File: config.mk
export PLATFORM = sky130hd
export DESIGN_NAME = tcc_timer_channels
export DESIGN_NICKNAME = d
export VERILOG_FILES = /design/src/logic/tcc_pkg.sv /design/src/logic/tcc_counter.sv /design/src/logic/tcc_timer_channels.sv
export SDC_FILE = /design/constraint.sdc
export NUM_CORES = 1
export LEC_CHECK = 0
export BUFFER_PORTS_ARGS = -buffer_cell sky130_fd_sc_hd__buf_2
export CORE_ASPECT_RATIO = 0.9
export CORE_UTILIZATION = 55
export CTS_CLUSTER_DIAMETER = 120
export DETAILED_ROUTE_END_ITERATION = 16
export PLACE_DENSITY = 0.77
export SLEW_MARGIN = 20
export SYNTH_ARGS = -nofsm -noshare
export SYNTH_HDL_FRONTEND = slang
export SYNTH_SLANG_ARGS = --single-unit
File: constraint.sdc
create_clock -name MCLK_IN -period 2.3 [get_ports MCLK_IN]
set_input_delay 0.345 -clock MCLK_IN [delete_from_list [all_inputs] [get_ports MCLK_IN]]
set_output_delay 0.345 -clock MCLK_IN [all_outputs]
set_load 0.05 [all_outputs]
File: src/logic/tcc_pkg.sv
// constants shared by the timer channel capture/compare block
package tcc_pkg;
    localparam int         NCH        = 4;
    // register byte addresses
    localparam logic [7:0] OFF_CTRL0  = 8'h00;
    localparam logic [7:0] OFF_VALH0  = 8'h10;
    localparam logic [7:0] OFF_VALL0  = 8'h20;
    localparam logic [7:0] OFF_TCTL   = 8'h30;
    localparam logic [7:0] OFF_MOD    = 8'h34;
    localparam logic [7:0] OFF_CNT    = 8'h38;
    localparam int         REG_STRIDE = 4;
    // channel control/status bit positions
    localparam int         CB_FLAG    = 7;
    localparam int         CB_IE      = 6;
    localparam int         CB_MSB     = 5;
    localparam int         CB_MSA     = 4;
    localparam int         CB_ELSB    = 3;
    localparam int         CB_ELSA    = 2;
    localparam int         CB_TOV     = 1;
    localparam int         CB_MAX     = 0;
    // timer control bit positions
    localparam int         TB_STOP    = 5;
    localparam int         TB_RST     = 4;
    localparam int         TB_PS      = 0;
    // values after reset
    localparam logic       STOP_RST   = 1'b1;
    localparam logic [15:0] MOD_RST   = 16'hffff;
    localparam logic [2:0] PS_RST     = 3'h0;
    // edge/level codes
    localparam logic [1:0] ELS_OFF    = 2'h0;
    localparam logic [1:0] ELS_TOGGLE = 2'h1;
    localparam logic [1:0] ELS_LOW    = 2'h2;
    localparam logic [1:0] ELS_HIGH   = 2'h3;
    // largest prescaler code, higher codes clamp to it
    localparam logic [2:0] PS_MAX     = 3'h6;
endpackage : tcc_pkg

File: src/logic/tcc_counter.sv
// 16-bit modulo counter with prescaler, clear and stop
`timescale 1ns/100ps
module tcc_counter (
    input  wire logic        clk_in,
    input  wire logic        rst_in,
    input  wire logic        stop_in,
    input  wire logic        clr_in,
    input  wire logic [2:0]  ps_in,
    input  wire logic [15:0] mod_in,
    output logic      [15:0] cnt_out,
    output logic             step_out,
    output logic             ovf_out
);
    typedef struct packed {
        logic [5:0]  pre;
        logic [15:0] cnt;
        logic        step;
        logic        ovf;
    } tcc_cnt_s;

    tcc_cnt_s q;
    tcc_cnt_s d;

    always_comb begin
        logic [2:0] ps;
        logic [6:0] mask;
        ps   = (ps_in > tcc_pkg::PS_MAX) ? tcc_pkg::PS_MAX : ps_in;
        mask = (7'h01 << ps) - 7'h01;
        d        = q;
        d.step   = 1'b0;
        d.ovf    = 1'b0;
        if (clr_in) begin
            d.pre = 6'h00;
            d.cnt = 16'h0000;
        end else if (!stop_in) begin
            if ((q.pre & mask[5:0]) == mask[5:0]) begin
                d.pre  = 6'h00;
                d.step = 1'b1;
                if (q.cnt == mod_in) begin
                    d.cnt = 16'h0000;
                    d.ovf = 1'b1;
                end else begin
                    d.cnt = q.cnt + 16'h0001;
                end
            end else begin
                d.pre = q.pre + 6'h01;
            end
        end
    end

    always_ff @(posedge clk_in) begin
        if (rst_in) begin
            q <= '0;
        end else begin
            q <= d;
        end
    end

    assign cnt_out  = q.cnt;
    assign step_out = q.step;
    assign ovf_out  = q.ovf;
endmodule : tcc_counter

File: src/logic/tcc_timer_channels.sv
// four-channel capture, compare and pwm logic with apb registers
`timescale 1ns/100ps
//
// Function
// - capture edge sets the channel flag
// - counter equal to value sets flag
// - read-set then write-zero clears; new event wins
// - writing one keeps flag; reset clears it
// - interrupt request while enable and flag set
// - pair buffered bit disables odd channel, frees pin
// - mode bit picks capture or unbuffered compare
// - edge field zero: mode bit presets level
// - edge field zero releases pin to port
// - capture edge: rising, falling or both
// - compare action: toggle, low or high
// - buffered bit forces buffered compare/pwm mode
// - toggle-on-overflow toggles output each overflow
// - overflow action beats same-cycle compare action
// - max-duty bit forces full-duty pwm output while toggle-on-overflow is clear
// - max-duty change applies from next period
// - value register holds capture or compare value
// - high byte read blocks capture until low
// - high byte write blocks compare until low
// - counter overflows at modulo, restarts at zero
// - counter reset clears counter and prescaler only
module tcc_timer_channels (
    input  wire logic        MCLK_IN,
    input  wire logic        SYS_RST_IN,
    input  wire logic        PSEL_IN,
    input  wire logic        PENABLE_IN,
    input  wire logic        PWRITE_IN,
    input  wire logic [7:0]  PADDR_IN,
    input  wire logic [31:0] PWDATA_IN,
    output logic      [31:0] PRDATA_OUT,
    output logic             PREADY_OUT,
    output logic             PSLVERR_OUT,
    input  wire logic [3:0]  CH_PIN_IN,
    output logic      [3:0]  CH_PIN_OUT,
    output logic      [3:0]  CH_PIN_OE_OUT,
    output logic      [3:0]  CH_IRQ_OUT
);
    typedef struct packed {
        logic [3:0]       flag;
        logic [3:0]       ie;
        logic [3:0]       msb;
        logic [3:0]       msa;
        logic [3:0][1:0]  els;
        logic [3:0]       tov;
        logic [3:0]       mx;
        logic [3:0]       mx_eff;
        logic [3:0]       armed;
        logic [3:0]       cap_lock;
        logic [3:0]       cmp_lock;
        logic [3:0]       s1;
        logic [3:0]       s2;
        logic [3:0]       prev;
        logic [3:0]       out;
        logic [3:0]       oe;
        logic [3:0]       irq;
        logic [3:0][15:0] val;
        logic [1:0]       bsel;
        logic             counter_stop_bit;
        logic             trst;
        logic [2:0]       ps;
        logic [15:0]      modulo;
        logic             ready;
        logic             slverr;
        logic [31:0]      rdata;
    } tcc_state_s;

    tcc_state_s  q;
    tcc_state_s  d;
    logic [15:0] ccnt;
    logic        cstep;
    logic        covf;

    tcc_counter u_counter (
        .clk_in   (MCLK_IN),
        .rst_in   (SYS_RST_IN),
        .stop_in  (q.counter_stop_bit),
        .clr_in   (q.trst),
        .ps_in    (q.ps),
        .mod_in   (q.modulo),
        .cnt_out  (ccnt),
        .step_out (cstep),
        .ovf_out  (covf)
    );

    always_comb begin
        logic        acc;
        logic        done;
        logic        w_en;
        logic        r_en;
        logic        hit_t;
        logic        hit_m;
        logic        hit_n;
        logic        any;
        logic [3:0]  dis;
        logic [3:0]  bufm;
        logic [3:0]  act;
        logic [3:0]  capm;
        logic [3:0]  cmpm;
        logic [3:0]  msnz;
        logic [3:0]  hit_c;
        logic [3:0]  hit_h;
        logic [3:0]  hit_l;
        logic [3:0]  ev;
        logic [3:0]  ev_cap;
        logic [3:0]  match;
        logic [31:0] rd;
        logic [7:0]  w;
        int          src;
        acc    = PSEL_IN & PENABLE_IN;
        done   = acc & q.ready;
        w_en   = done & PWRITE_IN;
        r_en   = done & ~PWRITE_IN;
        w      = PWDATA_IN[7:0];
        hit_t  = (PADDR_IN == tcc_pkg::OFF_TCTL);
        hit_m  = (PADDR_IN == tcc_pkg::OFF_MOD);
        hit_n  = (PADDR_IN == tcc_pkg::OFF_CNT);
        dis    = '0;
        bufm   = '0;
        act    = '0;
        capm   = '0;
        cmpm   = '0;
        msnz   = '0;
        hit_c  = '0;
        hit_h  = '0;
        hit_l  = '0;
        ev     = '0;
        ev_cap = '0;
        match  = '0;
        rd     = '0;
        src    = 0;
        d      = q;

        // mode decode and address decode per channel
        for (int i = 0; i < tcc_pkg::NCH; i++) begin
            dis[i]   = (i % 2 == 1) && q.msb[i & 2];
            bufm[i]  = (i % 2 == 0) && q.msb[i];
            act[i]   = (q.els[i] != tcc_pkg::ELS_OFF) && !dis[i];
            capm[i]  = act[i] & ~bufm[i] & ~q.msa[i];
            cmpm[i]  = act[i] & (bufm[i] | q.msa[i]);
            msnz[i]  = q.msa[i] | q.msb[i & 2];
            hit_c[i] = PADDR_IN == tcc_pkg::OFF_CTRL0 + 8'(i * tcc_pkg::REG_STRIDE);
            hit_h[i] = PADDR_IN == tcc_pkg::OFF_VALH0 + 8'(i * tcc_pkg::REG_STRIDE);
            hit_l[i] = PADDR_IN == tcc_pkg::OFF_VALL0 + 8'(i * tcc_pkg::REG_STRIDE);
            if (hit_c[i] && !dis[i]) begin
                rd[7:0] = {q.flag[i], q.ie[i], bufm[i], q.msa[i], q.els[i], q.tov[i], q.mx[i]};
            end
            if (hit_h[i]) begin
                rd[7:0] = q.val[i][15:8];
            end
            if (hit_l[i]) begin
                rd[7:0] = q.val[i][7:0];
            end
        end
        if (hit_t) begin
            rd[7:0] = {2'h0, q.counter_stop_bit, 1'b0, 1'b0, q.ps};
        end
        if (hit_m) begin
            rd[15:0] = q.modulo;
        end
        if (hit_n) begin
            rd[15:0] = ccnt;
        end
        any = (|hit_c) | (|hit_h) | (|hit_l) | hit_t | hit_m | hit_n;

        // apb answer one cycle into the access phase
        d.ready  = acc & ~q.ready;
        d.slverr = acc & ~q.ready & ~any;
        d.rdata  = (acc & ~q.ready) ? rd : 32'h0000_0000;
        d.trst   = 1'b0;

        // register writes
        if (w_en) begin
            for (int i = 0; i < tcc_pkg::NCH; i++) begin
                if (hit_c[i] && !dis[i]) begin
                    d.ie[i]  = w[tcc_pkg::CB_IE];
                    d.msa[i] = w[tcc_pkg::CB_MSA];
                    d.els[i] = w[tcc_pkg::CB_ELSB:tcc_pkg::CB_ELSA];
                    d.tov[i] = w[tcc_pkg::CB_TOV];
                    d.mx[i]  = w[tcc_pkg::CB_MAX];
                    if (i % 2 == 0) begin
                        d.msb[i] = w[tcc_pkg::CB_MSB];
                    end
                    if (!w[tcc_pkg::CB_FLAG] && q.armed[i]) begin
                        d.flag[i] = 1'b0;
                    end
                    d.armed[i] = 1'b0;
                end
                if (hit_h[i]) begin
                    d.val[i][15:8] = w;
                    if (msnz[i]) begin
                        d.cmp_lock[i] = 1'b1;
                    end
                end
                if (hit_l[i]) begin
                    d.val[i][7:0]  = w;
                    d.cmp_lock[i]  = 1'b0;
                end
            end
            if (hit_t) begin
                d.counter_stop_bit = w[tcc_pkg::TB_STOP];
                d.trst  = w[tcc_pkg::TB_RST];
                d.ps    = w[tcc_pkg::TB_PS +: 3];
            end
            if (hit_m) begin
                d.modulo = PWDATA_IN[15:0];
            end
        end

        // read side effects, taken at the completing edge
        if (r_en) begin
            for (int i = 0; i < tcc_pkg::NCH; i++) begin
                if (hit_c[i] && q.rdata[tcc_pkg::CB_FLAG]) begin
                    d.armed[i] = 1'b1;
                end
                if (hit_h[i] && !msnz[i]) begin
                    d.cap_lock[i] = 1'b1;
                end
                if (hit_l[i]) begin
                    d.cap_lock[i] = 1'b0;
                end
            end
        end

        // pin synchronisers and channel engines
        d.s1   = CH_PIN_IN;
        d.s2   = q.s1;
        d.prev = q.s2;
        for (int i = 0; i < tcc_pkg::NCH; i++) begin
            src = i;
            if (bufm[i] && q.bsel[i >> 1]) begin
                src = i + 1;
            end
            ev_cap[i] = capm[i] && !q.cap_lock[i]
                        && ((q.els[i][0] && q.s2[i] && !q.prev[i])
                        || (q.els[i][1] && !q.s2[i] && q.prev[i]));
            match[i]  = cmpm[i] && cstep && !q.cmp_lock[src]
                        && (ccnt == q.val[src]);
            ev[i]     = ev_cap[i] | match[i];
            if (ev_cap[i]) begin
                d.val[i] = ccnt;
            end
            if (ev[i]) begin
                d.flag[i]  = 1'b1;
                d.armed[i] = 1'b0;
            end
            if (covf || !cmpm[i]) begin
                d.mx_eff[i] = q.mx[i];
            end
            if (bufm[i] && act[i] && covf) begin
                d.bsel[i >> 1] = ~q.bsel[i >> 1];
            end
            if (!act[i]) begin
                d.oe[i]  = 1'b0;
                d.out[i] = ~q.msa[i];
            end else if (capm[i]) begin
                d.oe[i]  = 1'b0;
            end else begin
                d.oe[i] = 1'b1;
                if (q.tov[i] && covf) begin
                    d.out[i] = ~q.out[i];
                end else if (match[i]) begin
                    unique case (q.els[i])
                        tcc_pkg::ELS_TOGGLE: d.out[i] = ~q.out[i];
                        tcc_pkg::ELS_LOW:    d.out[i] = 1'b0;
                        tcc_pkg::ELS_HIGH:   d.out[i] = 1'b1;
                        default:             d.out[i] = q.out[i];
                    endcase
                end
                if (!q.tov[i] && d.mx_eff[i]) begin
                    d.out[i] = 1'b1;
                end
            end
        end
        d.irq = d.flag & d.ie;
    end

    always_ff @(posedge MCLK_IN) begin
        if (SYS_RST_IN) begin
            q        <= '0;
            q.counter_stop_bit  <= tcc_pkg::STOP_RST;
            q.modulo <= tcc_pkg::MOD_RST;
            q.ps     <= tcc_pkg::PS_RST;
        end else begin
            q <= d;
        end
    end

    assign PRDATA_OUT    = q.rdata;
    assign PREADY_OUT    = q.ready;
    assign PSLVERR_OUT   = q.slverr;
    assign CH_PIN_OUT    = q.out;
    assign CH_PIN_OE_OUT = q.oe;
    assign CH_IRQ_OUT    = q.irq;
endmodule : tcc_timer_channels

==> results list <==
- Result of the run: finished with violations
- The final reports fail on negative setup slack.
- Arithmetic-cell share of the synthesized area counting full adders, half adders and majority gates: 0.996%
- Cell count after synthesis: 1380
* Maximum level of the CTS H-tree: 4
- During I/O placement, the number of pins put on the boundary was 95.
- Antenna Diode Count: 0
* Clock Path Buffers: 2
- Hold Crit Start: PWDATA_IN[11]
- The initial antenna violation count was 0.
- RSZ-0062 raised after global routing: yes
* Slew Limit Headroom: 59.3%
- Gp weighted congestion: 1.04
- The floorplan step defined a die boundary enclosing 20700 sq um.
- Share of synthesized area occupied by flip-flops and latches: 36.0%
* Via count of the first global-routing pass: 10081
- Initial core utilization: 56.8%
* Count of flip-flops with a built-in enable after synthesis: 0
- Wires add up to 40.1 mm.
- Cell variety after synth: 77
- Core region area: 19500 sq um
- The number of buffers and inverters on the critical path is 4.
- In this run the power density over the cells is 535 nW/um^2.
- Library cell used as clock root buffer: sky130_fd_sc_hd__clkbuf_16
* Register bit count reported by yosys: 199
* Vertical die dimension: 137 um
- Compound-cell area share of the yosys netlist: 20.7%
* First-pass GRT wire length: 59.0 mm
* HPWL after DPL: 28.6 mm
- The routed design could run at a clock period as short as 2.34 ns.
- Summed over all cells, the static leakage comes to 5.16 nW.
- Sum of negative setup slack: -0.0351 ns
- The first routing iteration left 1436 violations.
- The number of cells on the worst reg-to-reg path is 10.
- Across all setup checks in the final design, the least slack found is -0.0351 ns.
- The worst register-to-register path ends at CH_PIN_OUT[2].
- Routed vias/inst: 6.40
* Peak VDD IR: 0.435 mV
- Total power: 7.08 mW
- The total count of hold-check failures in the final report is 0.
- Summed over all layers, the global routing overflow is 0.
- Crit-path cells: buf_6 > inv_4 > buf_6 > a222oi_1 > a41oi_2 > a221oi_2 > nand4b_1 > buf_4 > nand4_1 > o211ai_1
- At the pin with the least slew margin, the transition time is 0.609 ns.
* Maximum fanout along the worst path: 3
- The mapped netlist covers 11100 sq um.
- Worst-skew pair later-pin latency: 0.45 ns
* Ys async rst share: 0%
- Nets: 1572
* Portion of netlist area occupied by mux cells: 5.19%
* Average footprint of a synthesized cell: 8.01 sq um
- Required time of the critical path: 2.61 ns
- Share of layout cells above drive strength 1: 22.3%
- The clock net in this run drives a total of 199 sinks.
* Slowest cell delay on critical path: 0.46 ns
- Entering global routing, the biggest net connects 109 pins.
- Standard-cell rows: 48
- Largest family of logic cells by synthesized area: simple AND/OR/NAND/NOR gates
- Max-cap violations in this run came to 0.
* Clock tree from TritonCTS: built
- Most common cell on crit path: sky130_fd_sc_hd__buf_6
- The setup check on the worst reg-to-reg path leaves a slack of -0.04 ns.
- Setup violations remaining at the end of the flow were counted as 1.
* Crit Path Category: reg2reg
* Number of buffers inserted during clock tree synthesis: 17
* Area Growth Syn to Fin: 19.6%
* Routed len/inst: 22.5 um
- In this run the critical register-to-register path is launched from u_counter.cnt_out[13].
* Fillers: 1627
- Family with the most delay on the worst path: compound AO/OA/AOI/OAI gates
- Number of vias after detailed routing: 11364
- Peak Freq: 0.428 GHz
- The final count of pins violating max slew was 0.
- Of the available clock period, the critical path in the final layout requires 102%.
* Cell count of the worst hold path: 2
- Yosys printed 0 warnings.
* Worst endpoint data arrival time: 2.64 ns
* Clk slew on worst S/H paths: 0.08 ns
- The worst hold path terminates at q[45].
- The worst setup path is launched from a register.
- Overall fraction of global-route tracks in use: 38.9%
- After Yosys synthesis, and, or, nand and nor cells account for 22.0% of the synthesized area.
- In this run the remaining antenna-violating nets after routing total 0.
* 1st-pass router iterations: 5
- In the routed design, unresolved DRC markers number 0.
- Measured along the x axis, the die boundary spans 151 um.
* Setup clock skew after layout: 0.0123 ns
* Port-buffer cells: 62
- Top FF cell, synth: sky130_fd_sc_hd__dfxtp_1
- CP Capture Type: register
* Fraction of synthesized cell area in xor and xnor cells: 6.73%
- Slowest cell on the critical path: sky130_fd_sc_hd__a222oi_1
- The path class of the tightest hold or removal check is in2reg.
-- per-layer routing --
metal | part of all wire [%] | track usage, % | routed length [um]
met5 | 0 | 0 | 0
met4 | 4.0 | 16.6 | 1620
met3 | 14 | 11.8 | 5510
met2 | 42 | 55.4 | 16900
met1 | 40 | 53.8 | 16000
-- placed cells by master, fill, tap and decap left out, types with 9 or more instances in the layout --
cell type,instances
sky130_fd_sc_hd__o22ai_1,9
sky130_fd_sc_hd__xor2_1,59
sky130_fd_sc_hd__nor4_1,10
sky130_fd_sc_hd__a22oi_1,15
sky130_fd_sc_hd__dfxtp_1,183
sky130_fd_sc_hd__a221oi_1,14
sky130_fd_sc_hd__mux2i_1,54
sky130_fd_sc_hd__buf_4,180
sky130_fd_sc_hd__a211oi_1,45
sky130_fd_sc_hd__a211o_1,16
sky130_fd_sc_hd__dfxtp_2,16
sky130_fd_sc_hd__clkbuf_16,17
sky130_fd_sc_hd__o21ai_0,55
sky130_fd_sc_hd__nor2_1,181
sky130_fd_sc_hd__a21oi_1,66
sky130_fd_sc_hd__nand3_1,54
sky130_fd_sc_hd__a311oi_1,34
sky130_fd_sc_hd__conb_1,16
sky130_fd_sc_hd__nor2b_1,40
sky130_fd_sc_hd__nand2_1,122
sky130_fd_sc_hd__buf_2,61
sky130_fd_sc_hd__nand4_1,12
sky130_fd_sc_hd__xnor2_1,26
sky130_fd_sc_hd__inv_1,38
sky130_fd_sc_hd__nor3_1,30
-- where the power goes --
group / total (mW) / leakage, nW / switching, mW / internal (mW)
Sequential: 3.47 / 1.61 / 0.00995 / 3.46
Combinational: 0.449 / 3.25 / 0.328 / 0.122
Clock: 3.16 / 0.292 / 1.51 / 1.65
-- cell families (layout without fill, tap and decap cells) --
logic type / after synthesis / in the layout
other: 1 / 16
DFF: 199 / 199
adders and majority gates: 9 / 9
muxes: 57 / 57
AOI/OAI and AO/OA: 326 / 326
buffers and inverters: 191 / 323
xor gates and xnor gates: 85 / 85
and+or+nand+nor: 512 / 512
-- synth_stat cells (all sizes together), types with 15 or more instances --
cell type,number,share of area [%]
dfxtp,199,36
nor2,186,6.6
nand2,122,4.1
clkbuf,80,2.7
buf,71,4.3
a21oi,67,3.1
xor2,59,4.7
o21ai,57,2.6
mux2i,54,4.9
nand3,54,2.4
a211oi,46,3.2
inv,40,1.4
nor2b,40,2.3
a311oi,34,2.7
nor3,32,1.4
xnor2,26,2.1
a211o,16,1.3
a221oi,16,1.3
a22oi,15,1.0
-- worst max-delay path by stage --
stage	start	endpoint	cells past startpoint
floorplan	PADDR_IN[1]	PRDATA_OUT[3]	10
global placement	u_counter.cnt_out[15]	CH_PIN_OUT[2]	9
detailed placement	PADDR_IN[1]	PRDATA_OUT[6]	9
CTS	u_counter.cnt_out[1]	CH_PIN_OUT[3]	8
global route	u_counter.cnt_out[13]	CH_PIN_OUT[2]	10
finish	u_counter.cnt_out[13]	CH_PIN_OUT[2]	10
-- through the flow --
step | area [sq um] | utilization, % | hold WS (ns) | cells | worst slack, ns
floorplan | 11100 | - | 0.414 | 1395 | -0.0132
global placement | 12400 | 63.7 | 0.417 | 1736 | -0.203
detailed placement | 12400 | 63.7 | 0.432 | 1736 | -0.203
CTS | 13100 | 67.2 | 0.0896 | 1767 | 0.0145
global route | 13200 | 68.0 | 0.0905 | 1777 | -0.0960
finish | 13200 | 68.0 | 0.0898 | 1777 | -0.0351
-- worst register-to-register path: cells and delay by family (launching register included) --
kind | cells | cell delay (ns)
AO/OA/AOI/OAI | 4 | 1.08
buffers and inverters | 4 | 0.45
flip-flops | 1 | 0.34
AND/OR/NAND/NOR | 2 | 0.33
-- repair_timing --
action / in CTS / in global routing
endpoints found under the hold margin: 0 / 0
buffers inserted: 1 / 10
pin swaps: 5 / 19
hold buffers: 0 / 0
setup endpoints to repair: 10 / 11
gates resized for setup: 13 / 32
-- flip-flops by register name (all words and copies together), names as in the netlist, 4 cells and up --
signal / count
u_counter.cnt_out: 16
u_counter.q: 6
CH_IRQ_OUT: 4
PRDATA_OUT: 16
CH_PIN_OUT: 4
CH_PIN_OE_OUT: 4
d: 8
q: 137
-- cell type report --
cell class	count	area [sq um]	share of cell area, %
Clock buffer	17	425	3.22
Timing Repair Buffer	252	1840	13.9
Inverter	40	153	1.15
Multi-Input combinational cell	1005	6310	47.7
Tap cell	250	313	2.37
Sequential cell	199	4000	30.3
Clock inverter	14	185	1.40
Note: power is estimated with default switching activity, not from simulation.
